===== config.mk =====
export PLATFORM = sky130hd
export DESIGN_NAME = input_level_and_pull_config
export DESIGN_NICKNAME = d
export VERILOG_FILES = /design/src/pull_cfg_pkg.sv /design/src/pull_decode.sv /design/src/level_capture.sv /design/src/input_level_and_pull_config.sv
export VERILOG_INCLUDE_DIRS = /design/src
export SDC_FILE = /design/constraint.sdc
export NUM_CORES = 1
export LEC_CHECK = 0
export ABC_AREA = 1
export BUFFER_PORTS_ARGS = -buffer_cell sky130_fd_sc_hd__buf_2
export CORE_MARGIN = 10
export CORE_UTILIZATION = 55
export DETAILED_ROUTE_END_ITERATION = 12
export PLACE_DENSITY = 0.89
export SKIP_CTS_REPAIR_TIMING = 1
export SLEW_MARGIN = 10
export SYNTH_ARGS = -nofsm -noshare
export SYNTH_HDL_FRONTEND = slang
export SYNTH_HIERARCHICAL = 1
export SYNTH_SLANG_ARGS = --single-unit
export TNS_END_PERCENT = 100

===== constraint.sdc =====
create_clock -name clk_sys -period 3.1 [get_ports clk_sys]
set_input_delay 0.31 -clock clk_sys [delete_from_list [all_inputs] [get_ports clk_sys]]
set_output_delay 0.31 -clock clk_sys [all_outputs]
set_load 0.02 [all_outputs]

===== src/pull_cfg_map.svh =====
`ifndef PULL_CFG_MAP_SVH
`define PULL_CFG_MAP_SVH

// ****************************************************************
// register indices (byte address = index * 4)
// ****************************************************************
`define IDX_UPPER_INPUT_LEVEL 6'h18
`define IDX_ROW_LOW_PULL_SELECT 6'h19
`define IDX_ROW_HIGH_PULL_SELECT 6'h1a
`define IDX_COLUMN_LOW_PULL_SELECT 6'h1b
`define IDX_COLUMN_MID_PULL_SELECT 6'h1c
`define IDX_PULL_FIRST 6'h19
`define IDX_PULL_LAST 6'h1c

// ****************************************************************
// field layout
// ****************************************************************
`define UPPER_LEVEL_WIDTH 3
`define PULL_FIELD_WIDTH 2
`define PULL_PIN_COUNT 16

// ****************************************************************
// pull selection codes
// ****************************************************************
`define PULL_CODE_UP_WEAK 2'b00
`define PULL_CODE_DOWN 2'b01
`define PULL_CODE_UP_STRONG 2'b10
`define PULL_CODE_OFF 2'b11

// ****************************************************************
// reset values, standard and alternate variants
// ****************************************************************
`define RST_ROW_LOW_STD 8'h00
`define RST_ROW_HIGH_STD 8'h00
`define RST_COLUMN_LOW_STD 8'h00
`define RST_COLUMN_MID_STD 8'h00
`define RST_ROW_LOW_ALT 8'h41
`define RST_ROW_HIGH_ALT 8'h01
`define RST_COLUMN_LOW_ALT 8'h00
`define RST_COLUMN_MID_ALT 8'h11

`endif


===== src/pull_cfg_pkg.sv =====
`include "pull_cfg_map.svh"

package pull_cfg_pkg;

	// pull resistor selection per pin
	typedef enum logic [1:0] {
		PULL_UP_WEAK = `PULL_CODE_UP_WEAK,
		PULL_DOWN = `PULL_CODE_DOWN,
		PULL_UP_STRONG = `PULL_CODE_UP_STRONG,
		PULL_OFF = `PULL_CODE_OFF
	} pull_mode_t;

	// bus phase, gray along idle -> access
	typedef enum logic [1:0] {
		PH_IDLE = 2'b00,
		PH_ACCESS = 2'b01
	} apb_phase_t;

endpackage


===== src/pull_decode.sv =====
`timescale 1ns/1ps

module pull_decode (
	input wire pull_cfg_pkg::pull_mode_t mode,
	output logic up_weak,
	output logic down,
	output logic up_strong
);
	import pull_cfg_pkg::*;

	// one-hot enables, off code asserts none
	always_comb begin
		up_weak = 1'b0;
		down = 1'b0;
		up_strong = 1'b0;
		case (mode)
			PULL_UP_WEAK: up_weak = 1'b1;
			PULL_DOWN: down = 1'b1;
			PULL_UP_STRONG: up_strong = 1'b1;
			default: up_weak = 1'b0;
		endcase
	end
endmodule


===== src/level_capture.sv =====
`timescale 1ns/1ps

module level_capture #(
	parameter int WIDTH = 3
) (
	input wire logic clk_sys,
	input wire logic resetn,
	input wire logic [WIDTH-1:0] pin_level,
	output logic [WIDTH-1:0] level_q
);
	logic [WIDTH-1:0] level_ff;
	logic [WIDTH-1:0] nxt_level;

	// live pin level, taken every cycle
	always_comb begin
		nxt_level = pin_level;
	end

	always_ff @(posedge clk_sys or negedge resetn) begin
		if (!resetn) begin
			level_ff <= '0;
		end else begin
			level_ff <= nxt_level;
		end
	end

	assign level_q = level_ff;
endmodule


===== src/input_level_and_pull_config.sv =====
// The APB register port was left to the implementer.
`timescale 1ns/1ps
`include "pull_cfg_map.svh"

module input_level_and_pull_config #(
	parameter bit ALT_VARIANT = 1'b0,
	parameter int ADDR_W = 8
) (
	input wire logic clk_sys,
	input wire logic resetn,
	input wire logic psel,
	input wire logic penable,
	input wire logic pwrite,
	input wire logic [ADDR_W-1:0] paddr,
	input wire logic [31:0] pwdata,
	input wire logic [3:0] pstrb,
	output logic [31:0] prdata,
	output logic pready,
	output logic pslverr,
	input wire logic column_line_8,
	input wire logic column_line_9,
	input wire logic column_line_10,
	output logic [7:0] row_pull_up_weak,
	output logic [7:0] row_pull_down,
	output logic [7:0] row_pull_up_strong,
	output logic [7:0] column_pull_up_weak,
	output logic [7:0] column_pull_down,
	output logic [7:0] column_pull_up_strong
);
	import pull_cfg_pkg::*;

	// ****************************************************************
	// reset image of the four pull registers
	// ****************************************************************
	localparam logic [31:0] RST_STD = {`RST_COLUMN_MID_STD, `RST_COLUMN_LOW_STD,
		`RST_ROW_HIGH_STD, `RST_ROW_LOW_STD};
	localparam logic [31:0] RST_ALT = {`RST_COLUMN_MID_ALT, `RST_COLUMN_LOW_ALT,
		`RST_ROW_HIGH_ALT, `RST_ROW_LOW_ALT};
	localparam logic [31:0] RST_ALL = ALT_VARIANT ? RST_ALT : RST_STD;
	localparam int PINS = `PULL_PIN_COUNT;

	// ****************************************************************
	// declarations
	// ****************************************************************
	apb_phase_t phase_ff;
	apb_phase_t nxt_phase;
	logic [31:0] prdata_ff;
	logic [31:0] nxt_prdata;
	logic pready_ff;
	logic nxt_pready;
	logic pslverr_ff;
	logic nxt_pslverr;
	logic [31:0] pull_cfg_ff;
	logic [31:0] nxt_pull_cfg;
	logic [PINS-1:0] up_weak_ff;
	logic [PINS-1:0] down_ff;
	logic [PINS-1:0] up_strong_ff;
	logic [PINS-1:0] nxt_up_weak;
	logic [PINS-1:0] nxt_down;
	logic [PINS-1:0] nxt_up_strong;
	logic [`UPPER_LEVEL_WIDTH-1:0] upper_level;
	logic [5:0] word_idx;
	logic aligned;
	logic hit_level;
	logic hit_pull;
	logic [1:0] pull_sel;
	logic wr_fire;

	// ****************************************************************
	// pin level sampling
	// ****************************************************************
	level_capture #(
		.WIDTH(`UPPER_LEVEL_WIDTH)
	) u_level (
		.clk_sys(clk_sys),
		.resetn(resetn),
		.pin_level({column_line_10, column_line_9, column_line_8}),
		.level_q(upper_level)
	);

	// ****************************************************************
	// address decode
	// ****************************************************************
	// word index from byte address, misaligned goes unmapped
	always_comb begin
		word_idx = 6'(paddr >> 2);
		aligned = (paddr[1:0] == 2'b00) && ((paddr >> 8) == '0);
		hit_level = aligned && (word_idx == `IDX_UPPER_INPUT_LEVEL);
		hit_pull = aligned && (word_idx >= `IDX_PULL_FIRST) && (word_idx <= `IDX_PULL_LAST);
		pull_sel = 2'(word_idx - `IDX_PULL_FIRST);
	end

	// write takes effect only at the completing access edge
	assign wr_fire = (phase_ff == PH_ACCESS) && psel && penable && pwrite && pready_ff;

	// ****************************************************************
	// bus phase, read data and error response
	// ****************************************************************
	// read data latched in setup so the access cycle sees a registered value
	always_comb begin
		nxt_phase = phase_ff;
		nxt_prdata = prdata_ff;
		nxt_pready = 1'b0;
		nxt_pslverr = 1'b0;
		case (phase_ff)
			PH_IDLE: begin
				if (psel && !penable) begin
					nxt_phase = PH_ACCESS;
					nxt_pready = 1'b1;
					nxt_pslverr = !(hit_level || hit_pull);
					nxt_prdata = 32'h0000_0000;
					if (!pwrite && hit_level) begin
						nxt_prdata = 32'({upper_level});
					end else if (!pwrite && hit_pull) begin
						nxt_prdata = 32'(pull_cfg_ff[pull_sel*8 +: 8]);
					end
				end
			end
			PH_ACCESS: begin
				nxt_phase = PH_IDLE;
			end
			default: begin
				nxt_phase = PH_IDLE;
			end
		endcase
	end

	always_ff @(posedge clk_sys or negedge resetn) begin
		if (!resetn) begin
			phase_ff <= PH_IDLE;
			prdata_ff <= 32'h0000_0000;
			pready_ff <= 1'b0;
			pslverr_ff <= 1'b0;
		end else begin
			phase_ff <= nxt_phase;
			prdata_ff <= nxt_prdata;
			pready_ff <= nxt_pready;
			pslverr_ff <= nxt_pslverr;
		end
	end

	assign prdata = prdata_ff;
	assign pready = pready_ff;
	assign pslverr = pslverr_ff;

	// ****************************************************************
	// pull selection registers
	// ****************************************************************
	// byte lane 0 carries the 8-bit register; level register takes no write
	always_comb begin
		nxt_pull_cfg = pull_cfg_ff;
		if (wr_fire && hit_pull && pstrb[0]) begin
			nxt_pull_cfg[pull_sel*8 +: 8] = pwdata[7:0];
		end
	end

	always_ff @(posedge clk_sys or negedge resetn) begin
		if (!resetn) begin
			pull_cfg_ff <= RST_ALL;
		end else begin
			pull_cfg_ff <= nxt_pull_cfg;
		end
	end

	// ****************************************************************
	// per pin decode, rows 0..7 then columns 0..7
	// ****************************************************************
	genvar g;
	generate
		for (g = 0; g < PINS; g++) begin : gen_pin
			localparam logic [1:0] RST_CODE = RST_ALL[2*g +: 2];

			// decode of next field so enables move with the register
			pull_decode u_dec (
				.mode(pull_mode_t'(nxt_pull_cfg[2*g +: 2])),
				.up_weak(nxt_up_weak[g]),
				.down(nxt_down[g]),
				.up_strong(nxt_up_strong[g])
			);

			always_ff @(posedge clk_sys or negedge resetn) begin
				if (!resetn) begin
					up_weak_ff[g] <= (RST_CODE == `PULL_CODE_UP_WEAK);
					down_ff[g] <= (RST_CODE == `PULL_CODE_DOWN);
					up_strong_ff[g] <= (RST_CODE == `PULL_CODE_UP_STRONG);
				end else begin
					up_weak_ff[g] <= nxt_up_weak[g];
					down_ff[g] <= nxt_down[g];
					up_strong_ff[g] <= nxt_up_strong[g];
				end
			end

			// enables match the stored code
			mode_on_a: assert property (@(posedge clk_sys) disable iff (!resetn)
				(pull_cfg_ff[2*g +: 2] != `PULL_CODE_OFF) |->
				(up_weak_ff[g] == (pull_cfg_ff[2*g +: 2] == `PULL_CODE_UP_WEAK)) &&
				(down_ff[g] == (pull_cfg_ff[2*g +: 2] == `PULL_CODE_DOWN)) &&
				(up_strong_ff[g] == (pull_cfg_ff[2*g +: 2] == `PULL_CODE_UP_STRONG)))
				else $error("pull enable does not match field code");

			mode_off_a: assert property (@(posedge clk_sys) disable iff (!resetn)
				(pull_cfg_ff[2*g +: 2] == `PULL_CODE_OFF) |->
				!(up_weak_ff[g] || down_ff[g] || up_strong_ff[g]))
				else $error("pull enable active while field is off");
		end
	endgenerate

	// pin outputs straight from the enable flops
	assign row_pull_up_weak = up_weak_ff[7:0];
	assign row_pull_down = down_ff[7:0];
	assign row_pull_up_strong = up_strong_ff[7:0];
	assign column_pull_up_weak = up_weak_ff[15:8];
	assign column_pull_down = down_ff[15:8];
	assign column_pull_up_strong = up_strong_ff[15:8];

	// ****************************************************************
	// checks
	// ****************************************************************
	// read of level register returns pins two edges back
	level_tracks_a: assert property (@(posedge clk_sys) disable iff (!resetn)
		(phase_ff == PH_ACCESS && !pwrite && hit_level && $past(resetn, 2)) |->
		prdata_ff[2:0] == $past({column_line_10, column_line_9, column_line_8}, 2))
		else $error("level read does not match column pins");

	reserved_zero_a: assert property (@(posedge clk_sys) disable iff (!resetn)
		(pready_ff && !pwrite && hit_level) |-> (prdata_ff[31:3] == '0) && !pslverr_ff)
		else $error("reserved level bits not zero");

	row_low_a: assert property (@(posedge clk_sys) disable iff (!resetn)
		(wr_fire && pstrb[0] && word_idx == `IDX_ROW_LOW_PULL_SELECT && aligned) |=>
		pull_cfg_ff[7:0] == $past(pwdata[7:0]))
		else $error("row low pull write lost");

	row_high_a: assert property (@(posedge clk_sys) disable iff (!resetn)
		(wr_fire && pstrb[0] && word_idx == `IDX_ROW_HIGH_PULL_SELECT && aligned) |=>
		(pull_cfg_ff[15:8] == $past(pwdata[7:0])) && $stable(pull_cfg_ff[7:0]))
		else $error("row high pull write lost");

	col_low_a: assert property (@(posedge clk_sys) disable iff (!resetn)
		(wr_fire && pstrb[0] && word_idx == `IDX_COLUMN_LOW_PULL_SELECT && aligned) |=>
		(pull_cfg_ff[23:16] == $past(pwdata[7:0])) && (column_pull_down[0] ==
		($past(pwdata[1:0]) == `PULL_CODE_DOWN)))
		else $error("column low pull write lost");

	col_mid_a: assert property (@(posedge clk_sys) disable iff (!resetn)
		(wr_fire && pstrb[0] && word_idx == `IDX_COLUMN_MID_PULL_SELECT && aligned) |=>
		(pull_cfg_ff[31:24] == $past(pwdata[7:0])) && (column_pull_up_strong[7] ==
		($past(pwdata[7:6]) == `PULL_CODE_UP_STRONG)))
		else $error("column mid pull write lost");

	std_reset_a: assert property (@(posedge clk_sys)
		(!resetn && !ALT_VARIANT) |-> (pull_cfg_ff == 32'h0000_0000) && (&up_weak_ff))
		else $error("standard pull reset value wrong");

	alt_reset_a: assert property (@(posedge clk_sys)
		(!resetn && ALT_VARIANT) |-> (pull_cfg_ff[7:0] == `RST_ROW_LOW_ALT) &&
		row_pull_down[3] && row_pull_down[0])
		else $error("alternate row pull reset value wrong");

	status_write_a: assert property (@(posedge clk_sys) disable iff (!resetn)
		(wr_fire && hit_level) |=> $stable(pull_cfg_ff) && !$past(pslverr_ff))
		else $error("level register write disturbed state");

	outputs_follow_a: assert property (@(posedge clk_sys) disable iff (!resetn)
		(wr_fire && pstrb[0] && word_idx == `IDX_ROW_LOW_PULL_SELECT && aligned) |=>
		(row_pull_down[0] == ($past(pwdata[1:0]) == `PULL_CODE_DOWN)) &&
		(row_pull_up_weak[3] == ($past(pwdata[7:6]) == `PULL_CODE_UP_WEAK)))
		else $error("pull enable late after write");

	// reads and refused writes leave the pull state alone
	status_read_a: assert property (@(posedge clk_sys) disable iff (!resetn)
		(pready_ff && !pwrite && hit_level) |=> $stable(pull_cfg_ff))
		else $error("level register read disturbed state");

	dropped_write_a: assert property (@(posedge clk_sys) disable iff (!resetn)
		(wr_fire && (!pstrb[0] || !aligned)) |=> $stable(pull_cfg_ff) &&
		$stable(up_weak_ff) && $stable(down_ff) && $stable(up_strong_ff))
		else $error("refused write changed pull state");

	write_pull_c: cover property (@(posedge clk_sys) disable iff (!resetn)
		wr_fire && hit_pull && pwdata[1:0] == `PULL_CODE_OFF);

	read_level_c: cover property (@(posedge clk_sys) disable iff (!resetn)
		pready_ff && !pwrite && hit_level && prdata_ff[2:0] == 3'h5);

	unmapped_c: cover property (@(posedge clk_sys) disable iff (!resetn)
		pready_ff && pslverr_ff);

	level_write_c: cover property (@(posedge clk_sys) disable iff (!resetn)
		wr_fire && hit_level);

	dropped_write_c: cover property (@(posedge clk_sys) disable iff (!resetn)
		wr_fire && (!pstrb[0] || !aligned));
endmodule


# == Word level (Yosys, flattened, before mapping) ==
# Cells that the tools add are included.
# word_totals
word_cells,189
output_inout_bits,82
register_bits,119
# classes
eq_ne,35
shift,3
reduce_logical,35
n_lt_le_gt_ge,2
n_addsub,2
mux,58
# op_table
op,count
2-to-1 mux 1 bit,52
zero test 2 bit,18
"== test 2 x 1 -> 1 bit, second input constant",17
negation 5 -> 34 bit,1
"variable shift 8 x 34 -> 32 bit, first input constant",1
variable part select 8 x 34 -> 32 bit,1
bitwise mux 32 bit,1
"== test 2 bit, second input constant",16
2-to-1 mux 32 bit,1
variable part select 32 x 6 -> 8 bit,1
2-to-1 mux 8 bit,2
logical AND 1 bit,12
"== test 6 x 5 -> 1 bit, second input constant",1
">= comparator 6 x 5 -> 1 bit, second input constant",1
"less-or-equal comparator 6 x 5 -> 1 bit, second input constant",1
2-to-1 mux 2 bit,2
zero test 1 bit,3
"inequality test 2 bit, second input constant",1
AND reduction 2 bit,1
"subtractor 2 x 1 -> 2 bit, second input constant",1
logical OR 1 bit,1

# == Depth between registers and ports, before layout ==
# depth
ltp_word,10
depth_mapped,12
mapped_depth_nobuf,11

# == By module ==
# The synthesis kept the hierarchy.
# modules_own_cells
mod,cells_each,seq_area_each_um2,area_each_um2,n_inst
input_level_and_pull_config,364,2297.2,3885.0,1
pull_decode,5,0.0,18.8,16
level_capture,3,75.1,75.1,1

# == Least setup slack after synthesis ==
# No wires, ideal clock.
# synth_path
kind,input to register
start,in paddr[2]
end,reg up_strong_ff[12] (netlist: column_pull_up_strong[4])
path_stages,9
setup_slack_ps,1396
path_buffers,2
setup_ps,71
arrival_ps,1633
required_time_ps,3029
path_cell_list,inv_1 -> ha_1 -> buf_2 -> nor2_2 -> buf_2 -> nand3_1 -> o21ai_2 -> inv_1 -> nor2_1
# synth_between
elab_chain_len,8
word_cells_on_any_way,14
# synth_lines
element,line_no,rtl
start: declaration,input_level_and_pull_config.sv:14,"input wire logic [ADDR_W-1:0] paddr,"
"parallel branches: the longest is 5 deep, another holds negation 5 -> 34 bit",--,
2-to-1 mux 32 bit (*),input_level_and_pull_config.sv:152,if (wr_fire && hit_pull && pstrb[0]) begin
net nxt_pull_cfg[25],input_level_and_pull_config.sv:54,logic [31:0] nxt_pull_cfg;
== test 2 bit (*),pull_decode.sv:16,case (mode)
2-to-1 mux 1 bit (*),pull_decode.sv:16,
net nxt_up_strong[12],input_level_and_pull_config.sv:60,logic [PINS-1:0] nxt_up_strong;
end signal: indexed assignment,input_level_and_pull_config.sv:185,up_strong_ff[g] <= (RST_CODE == `PULL_CODE_UP_STRONG);
end signal: indexed assignment,input_level_and_pull_config.sv:189,up_strong_ff[g] <= nxt_up_strong[g];
end: declaration,input_level_and_pull_config.sv:57,logic [PINS-1:0] up_strong_ff;
# Mark *: on every way through the listed nets, which the timed path passes.
# A chain may end at the register's enable or synchronous reset.

# == Worst setup path after layout ==
# layout_path
start,in paddr[2]
end,reg down_ff[5] (netlist: row_pull_down[5])
# layout_between
elab_chain_len,8
word_cells_on_any_way,14
# layout_lines
element,line_no,rtl
"parallel branches: the longest is 5 deep, another holds negation 5 -> 34 bit",--,
2-to-1 mux 32 bit (*),input_level_and_pull_config.sv:152,
net nxt_pull_cfg[10],input_level_and_pull_config.sv:54,
== test 2 x 1 -> 1 bit (*),pull_decode.sv:16,
2-to-1 mux 1 bit (*),pull_decode.sv:16,
net nxt_down[5],input_level_and_pull_config.sv:59,logic [PINS-1:0] nxt_down;
end signal: indexed assignment,input_level_and_pull_config.sv:184,down_ff[g] <= (RST_CODE == `PULL_CODE_DOWN);
end signal: indexed assignment,input_level_and_pull_config.sv:188,down_ff[g] <= nxt_down[g];
end: declaration,input_level_and_pull_config.sv:56,logic [PINS-1:0] down_ff;
# Marked as above.

==> flow_summary_export.csv <==
group,metric,value,unit
critical_path,cp-end-kind,"flop",
grt,grtUsageMet2,27.9,%
hold_path,min_path_type,"input port to flop",
pwr,irDropWorstVdd,0.309,mV
synthesis,ys_async_sr_fraction,100,%
finish,antenna_cells,0,
grt,grtUsageTotal,16.4,%
timing,timing.final.ws_setup,1170,ps
timing,setup_violations,0,
floorplanning,initial_core_util,55.7,%
critical_path,critPathKind,"input port to flop",
floorplanning,dieArea,11700,um2
critical_path,cp-start-kind,"input port",
timing,fin_crit,1930,ps
critical_path,crit_path_end,"row_pull_down[5]$_DFF_PN0_",
finish,num-nets-final,587,
synthesis,synth_top_area_share,45.8,%
clock_network,cts_buffers,9,
status,outcome,"completed",
pwr,leakage,0.00247,uW
timing,skew,11.1,ps
finish,area_delta_synth_final,14.7,%
place,post-place-ws,834,ps
critical_path,r2r-end,"row_pull_down[5]$_DFF_PN0_",
pwr,power_density,473,nW/um2
clock_network,clkTransAtPathRegs,90,ps
route,detail_route.iter0.violations,180,
route,post_drt_wl_per_cell,14.9,um
synthesis,synth_top_cell_by_area,"dfrtp_1",
synthesis,synth_cell_types,25,
critical_path,r2r_cells,6,
clock_network,clock_latency,360,ps
hold_path,worstHoldStart,"column_line_8",
place,gp_congestion,0.858,
grt,met1_usage,18.5,%
grt,grt_pass1_wl,15300,um
clock_network,cts_root_buf,"clkbuf_8",
critical_path,r2r_setup_slack,1420,ps
floorplanning,die_h,108,um
synthesis,synth.ff_latch_count,94,
floorplanning,fp.dieW,108,um
critical_path,timing.rr.start,"phase_ff[0]$_DFFE_PN0P_",
run,cap_violations,0,
route,detail-route-antenna-nets,0,
floorplanning,num_rows,32,
grt,use_met3,6.72,%
place,port_buffers,82,
route,drc,0,
grt,grt_pass1_vias,3151,
route,wl,9450,um
clock_network,cts_tree,"built",
finish,instances_no_fill,636,
grt,overflow,0,
place,dpl.hpwl,7200,um
clock_network,htree_levels,3,
synthesis,ys_top_cells_by_area,"dfrtp_1 (46%), dfstp_2 (9.9%), nand2_1 (7.0%), o21ai_2 (6.6%), nor2_1 (5.4%)",
route,viasPerCell,4.97,
timing,fin_crit_sh,62.2,%
synthesis,ys_seq_area_share,55.7,%
timing,report.final.slew_viol_count,0,
synthesis,syn_inst,447,
synthesis,yosys_most_used_dff,"dfrtp_1",
route,vias,3162,
synthesis,synth_warnings,6,
timing,fmax,519,MHz
critical_path,crit_path_max_fanout,24,
route,firstDrtPassIters,5,
floorplanning,core_area,7650,um2
timing,hold_viol_final,0,
finish,drive_above_1_share,30.3,%
synthesis,synth_commonest_cells,"nand2_1 (79), dfrtp_1 (78), nor2_1 (61), inv_1 (50), nand3_1 (39)",
critical_path,arrival,2210,ps
grt,grt_busiest_layer,"met2",
synthesis,yosysMostFrequentCell,"nand2_1",
timing,tns,0,ps
synthesis,syn_area,4260,um2
grt,grt_max_degree,95,
synthesis,synth_edf_count,0,
timing,worstMarginPinSlew,766,ps
clock_network,cts.sinks,94,
floorplanning,boundaryPins,134,
place,dpl.cell_count,618,
critical_path,cp.required,3390,ps
timing,relSlewSlack,48.8,%
grt,antenna_found_initial,0,
critical_path,crit_path_start,"paddr[2]",
clock_network,clock_path_buffers,2,
synthesis,syn_avg_cell_area,9.53,um2
timing,rsz0062_at_grt,"false",
## area by class of cell
class | count | area, um2
Clock buffer | 10 | 128
Multi-Input combinational cell | 286 | 1510
Sequential cell | 94 | 2370
Fill cell | 641 | 2760
Clock inverter | 6 | 91.3
Inverter | 52 | 195
Timing Repair Buffer | 86 | 465
Tap cell | 102 | 128
## metrics by stage
| step | utilization (%) | hold WS, ps | total power (uW) | instance area, um2 |
|---|---|---|---|---|
| floorplan | - | 14.4 | 1400 | 4350 |
| global placement | 60.5 | 421 | 1440 | 4630 |
| detailed placement | 60.5 | 423 | 1450 | 4630 |
| CTS | 63.4 | 54.5 | 2320 | 4850 |
| global route | 63.9 | 49.6 | 2400 | 4890 |
| finish | 63.9 | 62.1 | 2310 | 4890 |
## report_power, final
group / switching [uW] / internal (uW)
registers: 4.21 / 1240
clock network: 418 / 460
logic: 144 / 45.6
## layer usage
layer  part of all wire, %  up-vias
met2                    51      108
met3                   9.1        9
met1                    38     1512
met4                   1.1        0
li1                      -     1533
met5                     0        -
## flip-flops by register name, indices dropped and copies added (netlist names)
name and cells:
pull_cfg_ff 32, column_pull_down 8, column_pull_up_strong 8, column_pull_up_weak 8
prdata 8, row_pull_down 8, row_pull_up_strong 8, row_pull_up_weak 8
u_level/level_q 3, phase_ff 1, pready 1, pslverr 1
## placed cells by master (no fill, tap or decap), types with 3 or more instances in the layout
| master | Yosys | layout |
|---|---|---|
| dfstp_2 | 16 | 16 |
| nand4_1 | 18 | 18 |
| dfrtp_1 | 78 | 78 |
| conb_1 | 1 | 24 |
| nand4_4 | 4 | 4 |
| inv_1 | 50 | 50 |
| or2_2 | 3 | 3 |
| o21ai_2 | 32 | 32 |
| buf_4 | 24 | 3 |
| ha_1 | 6 | 6 |
| o21ai_0 | 3 | 3 |
| nand3_1 | 39 | 39 |
| nand2_1 | 79 | 79 |
| nor2_1 | 61 | 61 |
| buf_2 | 8 | 81 |
| a21oi_1 | 6 | 6 |
| clkbuf_8 | 0 | 9 |
## cells by family after synthesis
group / after synthesis / synth area share, %
fa+ha+maj: 6 / 1.76
buf+inv: 90 / 11.0
compound gates: 43 / 7.87
flops: 94 / 55.7
other cells: 1 / 0.0880
simple gates: 213 / 23.6
## worst min-delay path by stage
stage / endpoint / cells past startpoint
global placement: u_level/level_q[2]$_DFF_PN0_ / 1
global route: u_level/level_q[2]$_DFF_PN0_ / 1
CTS: u_level/level_q[0]$_DFF_PN0_ / 1
finish: u_level/level_q[0]$_DFF_PN0_ / 1
floorplan: column_pull_down[0]$_DFF_PN0_ / 0
detailed placement: u_level/level_q[1]$_DFF_PN0_ / 1
## critical path: stages
cell and delay, ps:
buf_2 100, buf_4 200, ha_1 340, inv_1 610, nand3_1 190, o21ai_2 260
inv_1 70, nor2_1 110
Power figures use the tool's default switching activity.
